**config.mk**
```make
export PLATFORM = sky130hd
export DESIGN_NAME = meter_serial_port
export DESIGN_NICKNAME = d
export VERILOG_FILES = /design/src/rtl/meter_port_pkg.sv /design/src/rtl/meter_serial_port.sv
export VERILOG_INCLUDE_DIRS = /design/src /design/src/rtl
export SDC_FILE = /design/constraint.sdc
export NUM_CORES = 1
export LEC_CHECK = 0
export BUFFER_PORTS_ARGS = -buffer_cell sky130_fd_sc_hd__clkbuf_2
export CORE_MARGIN = 10
export CORE_UTILIZATION = 50
export CTS_CLUSTER_DIAMETER = 40
export DETAILED_ROUTE_END_ITERATION = 8
export MAX_ROUTING_LAYER = met4
export PLACE_DENSITY_LB_ADDON = 0.15
export SLEW_MARGIN = 15
export SYNTH_ARGS = -nofsm -noshare
export SYNTH_HDL_FRONTEND = slang
export SYNTH_SLANG_ARGS = --single-unit
export TNS_END_PERCENT = 30
```
**constraint.sdc**
```tcl
create_clock -name mclk -period 2.2 [get_ports mclk]
set_input_delay 0.33 -clock mclk [delete_from_list [all_inputs] [get_ports mclk]]
set_output_delay 0.33 -clock mclk [all_outputs]
set_load 0.005 [all_outputs]
```
**src/rtl/meter_port_defs.svh**
```systemverilog
// Constants of the meter serial port
`ifndef METER_PORT_DEFS_SVH
`define METER_PORT_DEFS_SVH
`define SHIFT_BITS 8
`define SHIFT_RST 8'h00
`define CNT_RST 3'h0
`define SYNC_RST 2'h0
`define SYNC_IDLE_HI 2'h3
`define SCLK_IDLE 1'b1
`define BIT_LAST 3'h7
`define BIT_STEP 3'h1
`endif

```
**src/rtl/meter_port_pkg.sv**
```systemverilog
// Types of the meter serial port
package meter_port_pkg;
   typedef logic [7:0] byte_t;
endpackage

```
**src/rtl/meter_serial_port.sv**
```systemverilog
// Serial slave port and interrupt pin of the metering device
`timescale 1ns/10ps
`include "meter_port_defs.svh"

// Function
// - Interrupt pin pulled low while any enabled event is pending.
// - All shifting is timed by edges of the host serial clock.
// - Output data changes on each rising serial clock edge while transmitting.
// - Output stays released except while actively driving read data.
// - Input data captured on each falling serial clock edge.
// - Reset low holds port in reset, no transfer, no output driven.
module meter_serial_port (
   // Clock and synchronous reset
   input wire logic mclk,
   input wire logic sys_rst,
   // Device reset pin
   input wire logic reset_n,
   // Serial pins
   input wire logic chip_select_n,
   input wire logic sclk,
   input wire logic serial_data_in,
   output logic serial_data_out,
   output logic serial_data_out_oe,
   // Core side
   input wire logic events_pending,
   input wire logic read_active,
   input wire meter_port_pkg::byte_t tx_byte,
   output logic tx_load,
   output meter_port_pkg::byte_t rx_byte,
   output logic rx_valid,
   // Interrupt pin, open drain
   output logic interrupt_request_n,
   output logic interrupt_request_oe
);
   import meter_port_pkg::*;

   typedef struct packed {
      logic [1:0] sclk_s;
      logic [1:0] cs_s;
      logic [1:0] din_s;
      logic [1:0] rst_s;
      logic sclk_d;
      logic [2:0] cnt;
      logic [2:0] tcnt;
      byte_t rx_sh;
      byte_t tx_sh;
      logic dout;
      logic oe;
      byte_t rx;
      logic rx_v;
      logic ld;
      logic irq;
   } state_s;

   // Registered state and its next value
   state_s st_r;
   state_s st_nxt;

   // Decoded conditions of the current cycle
   logic rise;
   logic fall;
   logic sel;
   logic in_rst;
   logic last_rx;
   logic last_tx;
   logic [7:0] rx_next;

   // Rising edge of a synchronised pin against its delayed copy
   function automatic logic edge_up(input logic now_v, input logic was_v);
      edge_up = now_v & ~was_v;
   endfunction

   // Falling edge of a synchronised pin against its delayed copy
   function automatic logic edge_down(input logic now_v, input logic was_v);
      edge_down = ~now_v & was_v;
   endfunction

   // Bit counter at the last bit of a byte, used by both directions
   function automatic logic at_last_bit(input logic [2:0] count);
      at_last_bit = (count == `BIT_LAST);
   endfunction

   // One bit shifted into the low end of a byte, MSB first on the wire
   function automatic byte_t shift_in(input byte_t cur, input logic bit_v);
      shift_in = {cur[6:0], bit_v};
   endfunction

   // Next bit counter value, wrapping after the last bit
   function automatic logic [2:0] count_up(input logic [2:0] count);
      count_up = count + `BIT_STEP;
   endfunction

   // Edges seen on the second sync stage only
   // The delayed copy resets to the idle level so reset makes no false edge
   assign rise = edge_up(st_r.sclk_s[1], st_r.sclk_d);
   assign fall = edge_down(st_r.sclk_s[1], st_r.sclk_d);

   // Select and reset pins, both active low, after their sync stages
   assign sel = ~st_r.cs_s[1];
   assign in_rst = ~st_r.rst_s[1];

   // Byte boundaries of the receive and transmit sides
   assign last_rx = at_last_bit(st_r.cnt);
   assign last_tx = at_last_bit(st_r.tcnt);

   // Receive shifter with the bit of this falling edge included
   assign rx_next = shift_in(st_r.rx_sh, st_r.din_s[1]);

   // Next state of the port
   always_comb begin
      st_nxt = st_r;

      // Two flip-flops on every pin before any logic reads it
      st_nxt.sclk_s = {st_r.sclk_s[0], sclk};
      st_nxt.cs_s = {st_r.cs_s[0], chip_select_n};
      st_nxt.din_s = {st_r.din_s[0], serial_data_in};
      st_nxt.rst_s = {st_r.rst_s[0], reset_n};
      st_nxt.sclk_d = st_r.sclk_s[1];

      // Pulses stand for a single cycle
      st_nxt.rx_v = 1'b0;
      st_nxt.ld = 1'b0;

      if (in_rst || !sel) begin
         // Partial transfer is dropped; a new select starts from bit 7
         st_nxt.cnt = `CNT_RST;
         st_nxt.tcnt = `CNT_RST;
         st_nxt.oe = 1'b0;
         st_nxt.rx_sh = `SHIFT_RST;
         // Follow the core while idle so the first bit is always fresh
         st_nxt.tx_sh = tx_byte;
         // The reset pin also silences the interrupt output
         st_nxt.irq = in_rst ? 1'b0 : events_pending;
      end else begin
         // No mask here: the core only reports enabled events
         st_nxt.irq = events_pending;

         if (fall) begin
            // Host presents data valid at the falling edge
            st_nxt.rx_sh = rx_next;
            st_nxt.cnt = count_up(st_r.cnt);
            if (last_rx) begin
               // Eighth bit in: hand the byte over for one cycle
               st_nxt.rx = rx_next;
               st_nxt.rx_v = 1'b1;
            end
         end

         if (rise) begin
            // Drive next bit so the host can sample on falling edge
            st_nxt.oe = read_active;
            st_nxt.dout = st_r.tx_sh[7];
            st_nxt.tcnt = count_up(st_r.tcnt);
            if (last_tx) begin
               // Bit 0 has just left; reloading earlier would cut it off
               st_nxt.tx_sh = tx_byte;
               st_nxt.ld = 1'b1;
            end else begin
               st_nxt.tx_sh = {st_r.tx_sh[6:0], 1'b0};
            end
         end

         // Enable drops on the next mclk edge, without waiting for a serial clock edge
         if (!read_active) begin
            st_nxt.oe = 1'b0;
         end
      end
   end

   // State register
   // Sync stages of the select and serial clock pins start high, so no edge follows reset
   always_ff @(posedge mclk) begin
      if (sys_rst) begin
         st_r <= '0;
         st_r.cs_s <= `SYNC_IDLE_HI;
         st_r.sclk_s <= `SYNC_IDLE_HI;
         st_r.sclk_d <= `SCLK_IDLE;
      end else begin
         st_r <= st_nxt;
      end
   end

   // Serial data pin; data keeps its last bit with the enable off, only the enable releases the line
   assign serial_data_out = st_r.dout;
   assign serial_data_out_oe = st_r.oe;

   // Open-drain interrupt: the pin is only ever pulled low
   assign interrupt_request_n = 1'b0;
   assign interrupt_request_oe = st_r.irq;

   // Core side of the port, all from flip-flops
   assign rx_byte = st_r.rx;
   assign rx_valid = st_r.rx_v;
   assign tx_load = st_r.ld;
endmodule

```
==> flow_summary.toml, run 1 <==
[grt]
grt_pass1_wl_um = 5610
grt_max_degree = 23
antenna_found_initial = 0
grtUsageTotal = 0.110
grt_overflow = 0
grt_pass1_vias = 1321

[power]
switching_share = 0.207
p_sw_mw = 0.273
p_per_area_nw_per_um2 = 669
sequentialPowerShare = 0.609
p_int_mw = 1.04
pwr-share-comb = 0.054
leakage_nw = 0.741
ir_drop_mv = 0.358
clkPwrFrac = 0.338

[timing]
final-setup-viol-count = 0
final.setup.tns_ns = 0
finClkSkew_ns = 0.00860
rsz0062_at_grt = "false"
fin_crit_sh = 0.703
timing.final.hold_violations = 0
max_clock_freq_mhz = 646
whs_ns = 0.215
setup_slack_ns = 0.653
slew_violations = 0
slew_headroom = 0.653
worst_slew_pin_slew_ns = 0.521
period_minus_slack_ns = 1.55

[routing]
wl_um = 3220
vias = 1277
antenna_left = 0
route.detailed.drc = 0
vias_per_cell = 4.99
first_iter_violations = 45
drt-pass1-iter-count = 4
wl_per_cell_um = 12.6

[worst_setup_path]
startpoint = "st_r[29]"
rrSetupSlack_ns = 0.65
critPathRequiredTime_ns = 2.36
worstPathArrival_ns = 1.71
r2r_cells = 5
setup.worst_path.end_class = "flip-flop"
crit_path_max_fanout = 16
crit_end = "st_r[18]"
r2r_start = "st_r[29]"
critPathLaunchType = "flip-flop"
timing.rr.end = "st_r[18]"
critical_path_class = "reg2reg"

[die]
dieArea_um2 = 6490
die_w_um = 80.5
rows = 21
dieHeight_um = 80.5
io_pins = 30
core_area_um2 = 3440
start_util = 0.533

[cells_and_area]
final_util = 0.572
nNetsFinal = 231
mostFrequentLayoutCell = "dfxtp_1"
num_antenna_cells = 0
syn2layout_area_growth_pct = 7.37
drive_gt1_frac = 0.210
final_cell_mix = "43 x dfxtp_1, 28 x clkbuf_2, 25 x nand2b_1"

[yosys]
synthDistinctLibCells = 27
avgSynthCellArea_um2 = 9.35
syn_area_um2 = 1830
synth_seq_area_share = 0.470
synthesis.nets = 216
yosysWarnings = 0
synth_seq_cells = 43
syn_inst = 196

[clocking]
path_clk_slew_ns = 0.07
numCtsBuffers = 5
clock-sinks = 43
cts_buffer_depth = 2
cts_root_buf = "clkbuf_8"
cts-resized-gates = 0
post-cts-setup-buffers = 0
hold_buffers = 0
cts_tree = "yes"
clk-insertion-delay-late_ns = 0.29
htreeDepth = 2

[hold_path]
hp-class = "in2reg"

[place]
port_buffers = 28
place.gp.congestion = 0.768
place_ws_ns = 0.645
dp_hpwl_um = 2340

[run]
maxCapViolCount = 0

[outcome]
status = "completed"
[cell type report]
type / instances / area [µm²]
fillers: 319 / 1470
clock buffers: 6 / 72.6
multi-input cells: 131 / 822
flip-flops and latches: 43 / 861
repair buffers: 30 / 155
well taps: 46 / 57.6
[cells by family (layout without fill, tap and decap cells)]
| logic type | count (synthesis) | count (layout) | synth area share |
|---|---|---|---|
| adder cells (fa/ha/maj) | 4 | 4 | 0.0273 |
| AND/OR/NAND/NOR | 87 | 87 | 0.262 |
| buffers and inverters | 22 | 36 | 0.0819 |
| flip-flops | 43 | 43 | 0.470 |
| AO/OA/AOI/OAI | 29 | 29 | 0.104 |
| XOR/XNOR | 2 | 2 | 0.00956 |
| multiplexers | 8 | 8 | 0.0437 |
| other | 1 | 1 | 0.00205 |
[registers in the layout, indices dropped and copies added (netlist names)]
register,flops
rx_next,8
st_nxt,5
st_r,17
rx_valid,1
interrupt_request_oe,1
serial_data_out_oe,1
tx_load,1
rx_byte,8
serial_data_out,1
[how the worst min path moves through the flow]
stage / cells past startpoint / to / slack, ns / startpoint
after floorplan: 1 / st_nxt[35] / 0.39 / st_nxt[43]
after global placement: 1 / st_r[41] / 0.39 / st_nxt[41]
after detailed placement: 1 / st_r[41] / 0.40 / st_nxt[41]
after CTS: 2 / st_nxt[43] / 0.21 / sclk
after global routing: 2 / st_nxt[41] / 0.23 / chip_select_n
final: 2 / st_nxt[43] / 0.22 / sclk
[critical path, cell delays in order (launching register included)]
cell and delay, ns:
dfxtp_1 0.35, ha_1 0.16, ha_1 0.48, nor2b_1 0.10
a211oi_1 0.21, o32ai_1 0.12
[power groups by stage]
| stage | Combinational, mW | Sequential, mW | Clock (mW) |
|---|---|---|---|
| floorplan | 0.0507 | 0.817 | 0 |
| global route | 0.0795 | 0.803 | 0.485 |
| CTS | 0.0714 | 0.801 | 0.463 |
| global placement | 0.0686 | 0.818 | 0 |
| detailed placement | 0.0714 | 0.819 | 0 |
| finish | 0.0705 | 0.801 | 0.444 |
[per-stage QoR]
stage               total power [mW]  cell area (µm²)  std cells
floorplan                      0.868             1830        196
global placement               0.887             1900        250
detailed placement             0.890             1900        250
CTS                             1.33             1970        256
global route                    1.37             1970        256
finish                          1.32             1970        256
[cell usage after synthesis (all sizes together)]
master,n,area (µm²)
nor2b,13,88.8
o21ai,2,10.0
a211oi,7,52.6
nor2,11,41.3
nand2,24,90.1
mux2i,8,80.1
nand3,3,15.0
or2b,1,7.51
clkbuf,5,18.8
nand2b,26,170
xnor2,2,17.5
or2,5,31.3
and3,1,11.3
dfxtp,43,861
and2b,2,15.0
a21oi,12,60.1
buf,17,131
o32ai,7,61.3
a31oi,1,6.26
ha,4,50.1
and3b,1,10.0
conb,1,3.75
[routing by layer]
metal | up-vias | wire length (µm) | GRT usage | share of wire
met1 | 575 | 1410 | 0.112 | 0.44
met2 | 30 | 1550 | 0.185 | 0.48
met4 | 0 | 55 | 0.0546 | 0.017
li1 | 665 | - | - | -
met3 | 7 | 211 | 0.0379 | 0.065
met5 | - | 0 | - | 0
Power figures use the tool's default switching activity.
==> inputs of run 2 (changes only) <==
--- a/config.mk
+++ b/config.mk
@@ -6,9 +6,10 @@
 export SDC_FILE = /design/constraint.sdc
 export NUM_CORES = 1
 export LEC_CHECK = 0
+export ABC_AREA = 1
 export BUFFER_PORTS_ARGS = -buffer_cell sky130_fd_sc_hd__clkbuf_2
 export CORE_MARGIN = 10
-export CORE_UTILIZATION = 50
+export CORE_UTILIZATION = 49
 export CTS_CLUSTER_DIAMETER = 40
 export DETAILED_ROUTE_END_ITERATION = 8
 export MAX_ROUTING_LAYER = met4
==> constraint.sdc (replaced) <==
create_clock -name mclk -period 1.3 [get_ports mclk]
set_input_delay 0.195 -clock mclk [delete_from_list [all_inputs] [get_ports mclk]]
set_output_delay 0.195 -clock mclk [all_outputs]
set_load 0.005 [all_outputs]
==> run 2 against run 1 <==
Against the previous run: flip-flop and latch count unchanged; setup slack worse by 0.59 ns; via count up 13%; synthesized cell count up 19%; register-to-register slack worse by 0.59 ns; combinational power up 73%; area after synthesis down 4.4%; sequential share of layout area down 2.7 points; non-clock buffer count up 14; die area down 1.8%; routed wire length up 8.6%; sequential power up 70%.
==> flow_summary.toml, run 2 <==
[clocking]
path_clk_slew_ns = 0.13
clock-sinks = 43
htreeDepth = 2
cts_root_buf = "clkbuf_4"
cts_tree = "yes"
cts_buffer_depth = 2
numCtsBuffers = 5
clk-insertion-delay-late_ns = 0.35

[power]
leakage_nw = 0.976
ir_drop_mv = 0.579
p_per_area_nw_per_um2 = 1000

[grt]
grt_pass1_wl_um = 5680
antenna_found_initial = 0
grt_max_degree = 17
grt_pass1_vias = 1317
grt_overflow = 0
grtUsageTotal = 0.114

[worst_setup_path]
critPathSlowestCell = "dfxtp_2"
cpLargestDelayFamily = "flip-flops"
cp_slowest_stage_delay_ns = 0.35
crit_path_max_fanout = 7
critical_path_class = "reg2reg"
critPathLaunchType = "flip-flop"
critPathRequiredTime_ns = 1.56
cp_common_cell = "nor2_1"
worstPathCellList = "ha_4, ha_4, buf_6, nand2_1, inv_1, nor2_1, nor2_1, nor2_1, nor2_1"
path_buf_inv = 2
worstPathArrival_ns = 1.50
setup.worst_path.end_class = "flip-flop"

[timing]
finClkSkew_ns = 0.0142
period_minus_slack_ns = 1.24
slew_violations = 0
setup_slack_ns = 0.0650
final-setup-viol-count = 0
rsz0062_at_grt = "true"
whs_ns = 0.0230
max_clock_freq_mhz = 810
timing.final.hold_violations = 0
fin_crit_sh = 0.950

[yosys]
synth_edf_count = 0
synthFlopType = "dfxtp_1"
synthDistinctLibCells = 19
ys_top_cells_by_count = "50 x nand2_1, 43 x dfxtp_1, 33 x nor2_1"
synth_top_area_share = 0.491
yosysMostFrequentCell = "nand2_1"
synth_seq_area_share = 0.491
synth-async-reset-ratio = 0
synthesis.nets = 254
synth_seq_cells = 43
yosysWarnings = 0
yosysTopAreaCell = "dfxtp_1"
syn_inst = 234
avgSynthCellArea_um2 = 7.49
synth.area.top_cells = "dfxtp_1 49%, nand2_1 11%, nor2_1 7.1%"
syn_area_um2 = 1750

[outcome]
status = "completed"

[run]
maxCapViolCount = 0

[die]
core_area_um2 = 3390
dieArea_um2 = 6370
start_util = 0.517
rows = 21
die_w_um = 79.8
dieHeight_um = 79.8
io_pins = 30

[routing]
antenna_left = 0
route.detailed.drc = 0
vias = 1446
wl_um = 3500
first_iter_violations = 83
wl_per_cell_um = 11.0
drt-pass1-iter-count = 4
vias_per_cell = 4.56

[cells_and_area]
num_antenna_cells = 0
fillCellCount = 311
fin_area_um2 = 2110
drive_gt1_frac = 0.288
stdcell_count = 317
syn2layout_area_growth_pct = 20.3
final_util = 0.622
regMostFlops = "st_r"
mostFrequentLayoutCell = "nand2_1"
final_cell_mix = "49 x nand2_1, 39 x dfxtp_1, 31 x nor2_1"
largest_reg_flops = 17
nNetsFinal = 290

[place]
placedCellCount = 307
port_buffers = 28
dp_hpwl_um = 2540
place_ws_ns = -0.0734
dpl_cell_area_um2 = 1960
place.gp.congestion = 0.810

[hold_path]
hp-class = "in2reg"
run 2: cell families (layout without fill, tap and decap cells):
logic type | after synthesis | after routing | synth area share
adder cells (fa/ha/maj) | 4 | 4 | 0.0286
buffers and inverters | 44 | 81 | 0.118
XOR/XNOR | 2 | 2 | 0.00999
other | 1 | 1 | 0.00214
AND/OR/NAND/NOR | 113 | 113 | 0.273
AO/OA/AOI/OAI | 27 | 27 | 0.0771
flip-flops | 43 | 43 | 0.491
run 2: timing repair:
action,CTS,global route
resized for setup,2,20
setup buffers,0,1
pin swaps,0,5
setup endpoints to repair,14,18
hold buffers,1,0
hold endpoints to repair,1,0
run 2: per-stage QoR:
step            TNS, ns  power, mW
2_1_floorplan         0       1.46
3_3_place_gp     -0.272       1.51
3_5_place_dp     -0.320       1.51
4_1_cts               0       2.13
5_1_grt        -0.00278       2.22
6_report              0       2.11
run 2: final timing paths:
path / from / end / slack (ns) / depth (start not counted)
max: st_r[30] / st_r[15] / 0.06 / 9
min reg2reg: st_nxt[39] / rx_next[0] / 0.41 / 2
min: sclk / st_nxt[43] / 0.02 / 2
max reg2reg: st_r[30] / st_r[15] / 0.06 / 9
run 2: power breakdown:
group	total, mW	switching [mW]	internal (mW)
Clock	0.628	0.419	0.209
Combinational	0.122	0.0678	0.0543
Sequential	1.36	0.0158	1.34
run 2: metal layers:
layer | GRT usage | wire length, µm | vias to the layer above
met2 | 0.164 | 1450 | 27
met5 | - | 0 | -
met4 | 0.0423 | 48 | 0
met1 | 0.139 | 1780 | 628
met3 | 0.0462 | 217 | 5
li1 | - | - | 786
run 2: layout make-up:
class                           count  area, µm²  share of cell area
Clock buffer                        6       41.3              0.0196
Inverter                           29        109              0.0516
Timing Repair Buffer               44        270               0.128
Sequential cell                    43        866               0.411
Clock inverter                      2       12.5             0.00593
Tap cell                           46       57.6              0.0273
Multi-Input combinational cell    147        752               0.357
==> inputs of run 3 (changes only) <==
--- a/config.mk
+++ b/config.mk
@@ -8,8 +8,10 @@
 export LEC_CHECK = 0
 export ABC_AREA = 1
 export BUFFER_PORTS_ARGS = -buffer_cell sky130_fd_sc_hd__clkbuf_2
+export CELL_PAD_IN_SITES_DETAIL_PLACEMENT = 0
+export CELL_PAD_IN_SITES_GLOBAL_PLACEMENT = 1
 export CORE_MARGIN = 10
-export CORE_UTILIZATION = 49
+export CORE_UTILIZATION = 35
 export CTS_CLUSTER_DIAMETER = 40
 export DETAILED_ROUTE_END_ITERATION = 8
 export MAX_ROUTING_LAYER = met4
==> run 3 against run 2 <==
Against the previous run: flip-flop and latch count is the same; critical path depth is the same; via count shrank 0.62%; setup slack gained 0.0076 ns; core utilization shrank 17 points; largest power group unchanged; total power grew 11%; highest routed layer unchanged.
==> flow_summary.toml, run 3 (synthesis results as in run 2) <==
[grt]
grt_max_degree = 17
grtUsageTotal = 0.0951
grt_pass1_wl_um = 6340
grt_pass1_vias = 1317
antenna_found_initial = 0
grt_overflow = 0

[worst_setup_path]
critPathRequiredTime_ns = 1.49
worstPathArrival_ns = 1.42
critical_path_class = "reg2reg"
setup.worst_path.end_class = "flip-flop"
crit_path_max_fanout = 6
critPathLaunchType = "flip-flop"
r2r_cells = 9

[die]
rows = 25
io_pins = 30
dieHeight_um = 90.8
start_util = 0.366
core_area_um2 = 4790
dieArea_um2 = 8240
die_w_um = 90.8

[place]
place_ws_ns = -0.0865
place.gp.congestion = 0.747
dp_hpwl_um = 2860
placedCellCount = 328
port_buffers = 28
dpl_cell_area_um2 = 1980

[clocking]
clock-sinks = 43
htreeDepth = 2
numCtsBuffers = 5
clk-insertion-delay-late_ns = 0.29
cts_buffer_depth = 2
path_clk_slew_ns = 0.09
cts_tree = "yes"
cts_root_buf = "clkbuf_8"

[routing]
wl_met3_um = 154
met1_length_um = 2040
top_layer = "met4"
drt-pass1-iter-count = 4
antenna_left = 0
vias_per_cell = 4.26
wl_met2_um = 1590
vias = 1437
wl_per_cell_um = 11.3
first_iter_violations = 49
route.detailed.drc = 0
wl_um = 3810

[hold_path]
hold-path-cell-count = 2
hp-class = "in2reg"

[run]
maxCapViolCount = 0

[cells_and_area]
largest_reg_flops = 17
mostFrequentLayoutCell = "nand2_1"
final_cell_mix = "48 x nand2_1, 39 x dfxtp_1, 31 x nor2_1"
nNetsFinal = 289
fin_area_um2 = 2180
syn2layout_area_growth_pct = 24.1
num_antenna_cells = 0
final_util = 0.455
drive_gt1_frac = 0.304
stdcell_count = 337
regMostFlops = "st_r"

[timing]
final-setup-viol-count = 0
rsz0062_at_grt = "true"
finClkSkew_ns = 0.00727
fin_crit_sh = 0.944
max_clock_freq_mhz = 815
final.setup.tns_ns = 0
slew_violations = 0
setup_slack_ns = 0.0726
timing.final.hold_violations = 0
period_minus_slack_ns = 1.23

[power]
p_per_area_nw_per_um2 = 1070
leakage_nw = 0.988
ir_drop_mv = 0.697

[outcome]
status = "completed"
==> run 3: power by group <==
part           switching [mW]  internal (mW)
Combinational          0.0697         0.0551
Clock                   0.477          0.374
Sequential             0.0155           1.34
Total                   0.562           1.77
==> run 3: area by class of cell <==
type                    count  area [µm²]
repair buffers             43         260
inverters                  29         109
flip-flops and latches     43         866
multi-input cells         147         768
fillers                   506        2610
well taps                  67        83.8
clock inverters             3        20.0
clock buffers               5        68.8
==> run 3: worst paths after layout <==
check	startpoint	to	slack [ns]
setup reg to reg	st_r[30]	st_r[19]	0.07
hold reg to reg	st_nxt[37]	st_r[37]	0.40
hold / removal	chip_select_n	st_nxt[41]	0.08
setup / recovery	st_r[30]	st_r[19]	0.07
==> run 3: critical path, stage by stage (launching register included) <==
cell and delay (ns):
dfxtp_2 0.34, ha_4 0.16, ha_4 0.17, buf_6 0.13, nand2_1 0.06, inv_1 0.03, nor2_1 0.07, nor2_1 0.05
nor2_1 0.08, nor2_1 0.04
==> run 3: metrics by stage <==
| step | power, mW | hold slack [ns] |
|---|---|---|
| final | 2.34 | 0.0815 |
| after global routing | 2.43 | 0.0721 |
| after CTS | 2.35 | 0.0730 |
| after detailed placement | 1.51 | 0.381 |
| after global placement | 1.51 | 0.383 |
| after floorplan | 1.46 | 0.299 |
==> run 3: per-layer routing <==
layer,global-route usage,vias up
met2,0.138,24
met1,0.122,625
li1,-,786
met5,-,-
met3,0.0308,2
met4,0.0313,0
==> run 3: timing repair <==
| action | in CTS | in global routing |
|---|---|---|
| pin swaps | 0 | 12 |
| endpoints found under the setup margin | 14 | 16 |
| setup buffers | 0 | 1 |
| resized for setup | 3 | 23 |
| hold buffers | 0 | 0 |
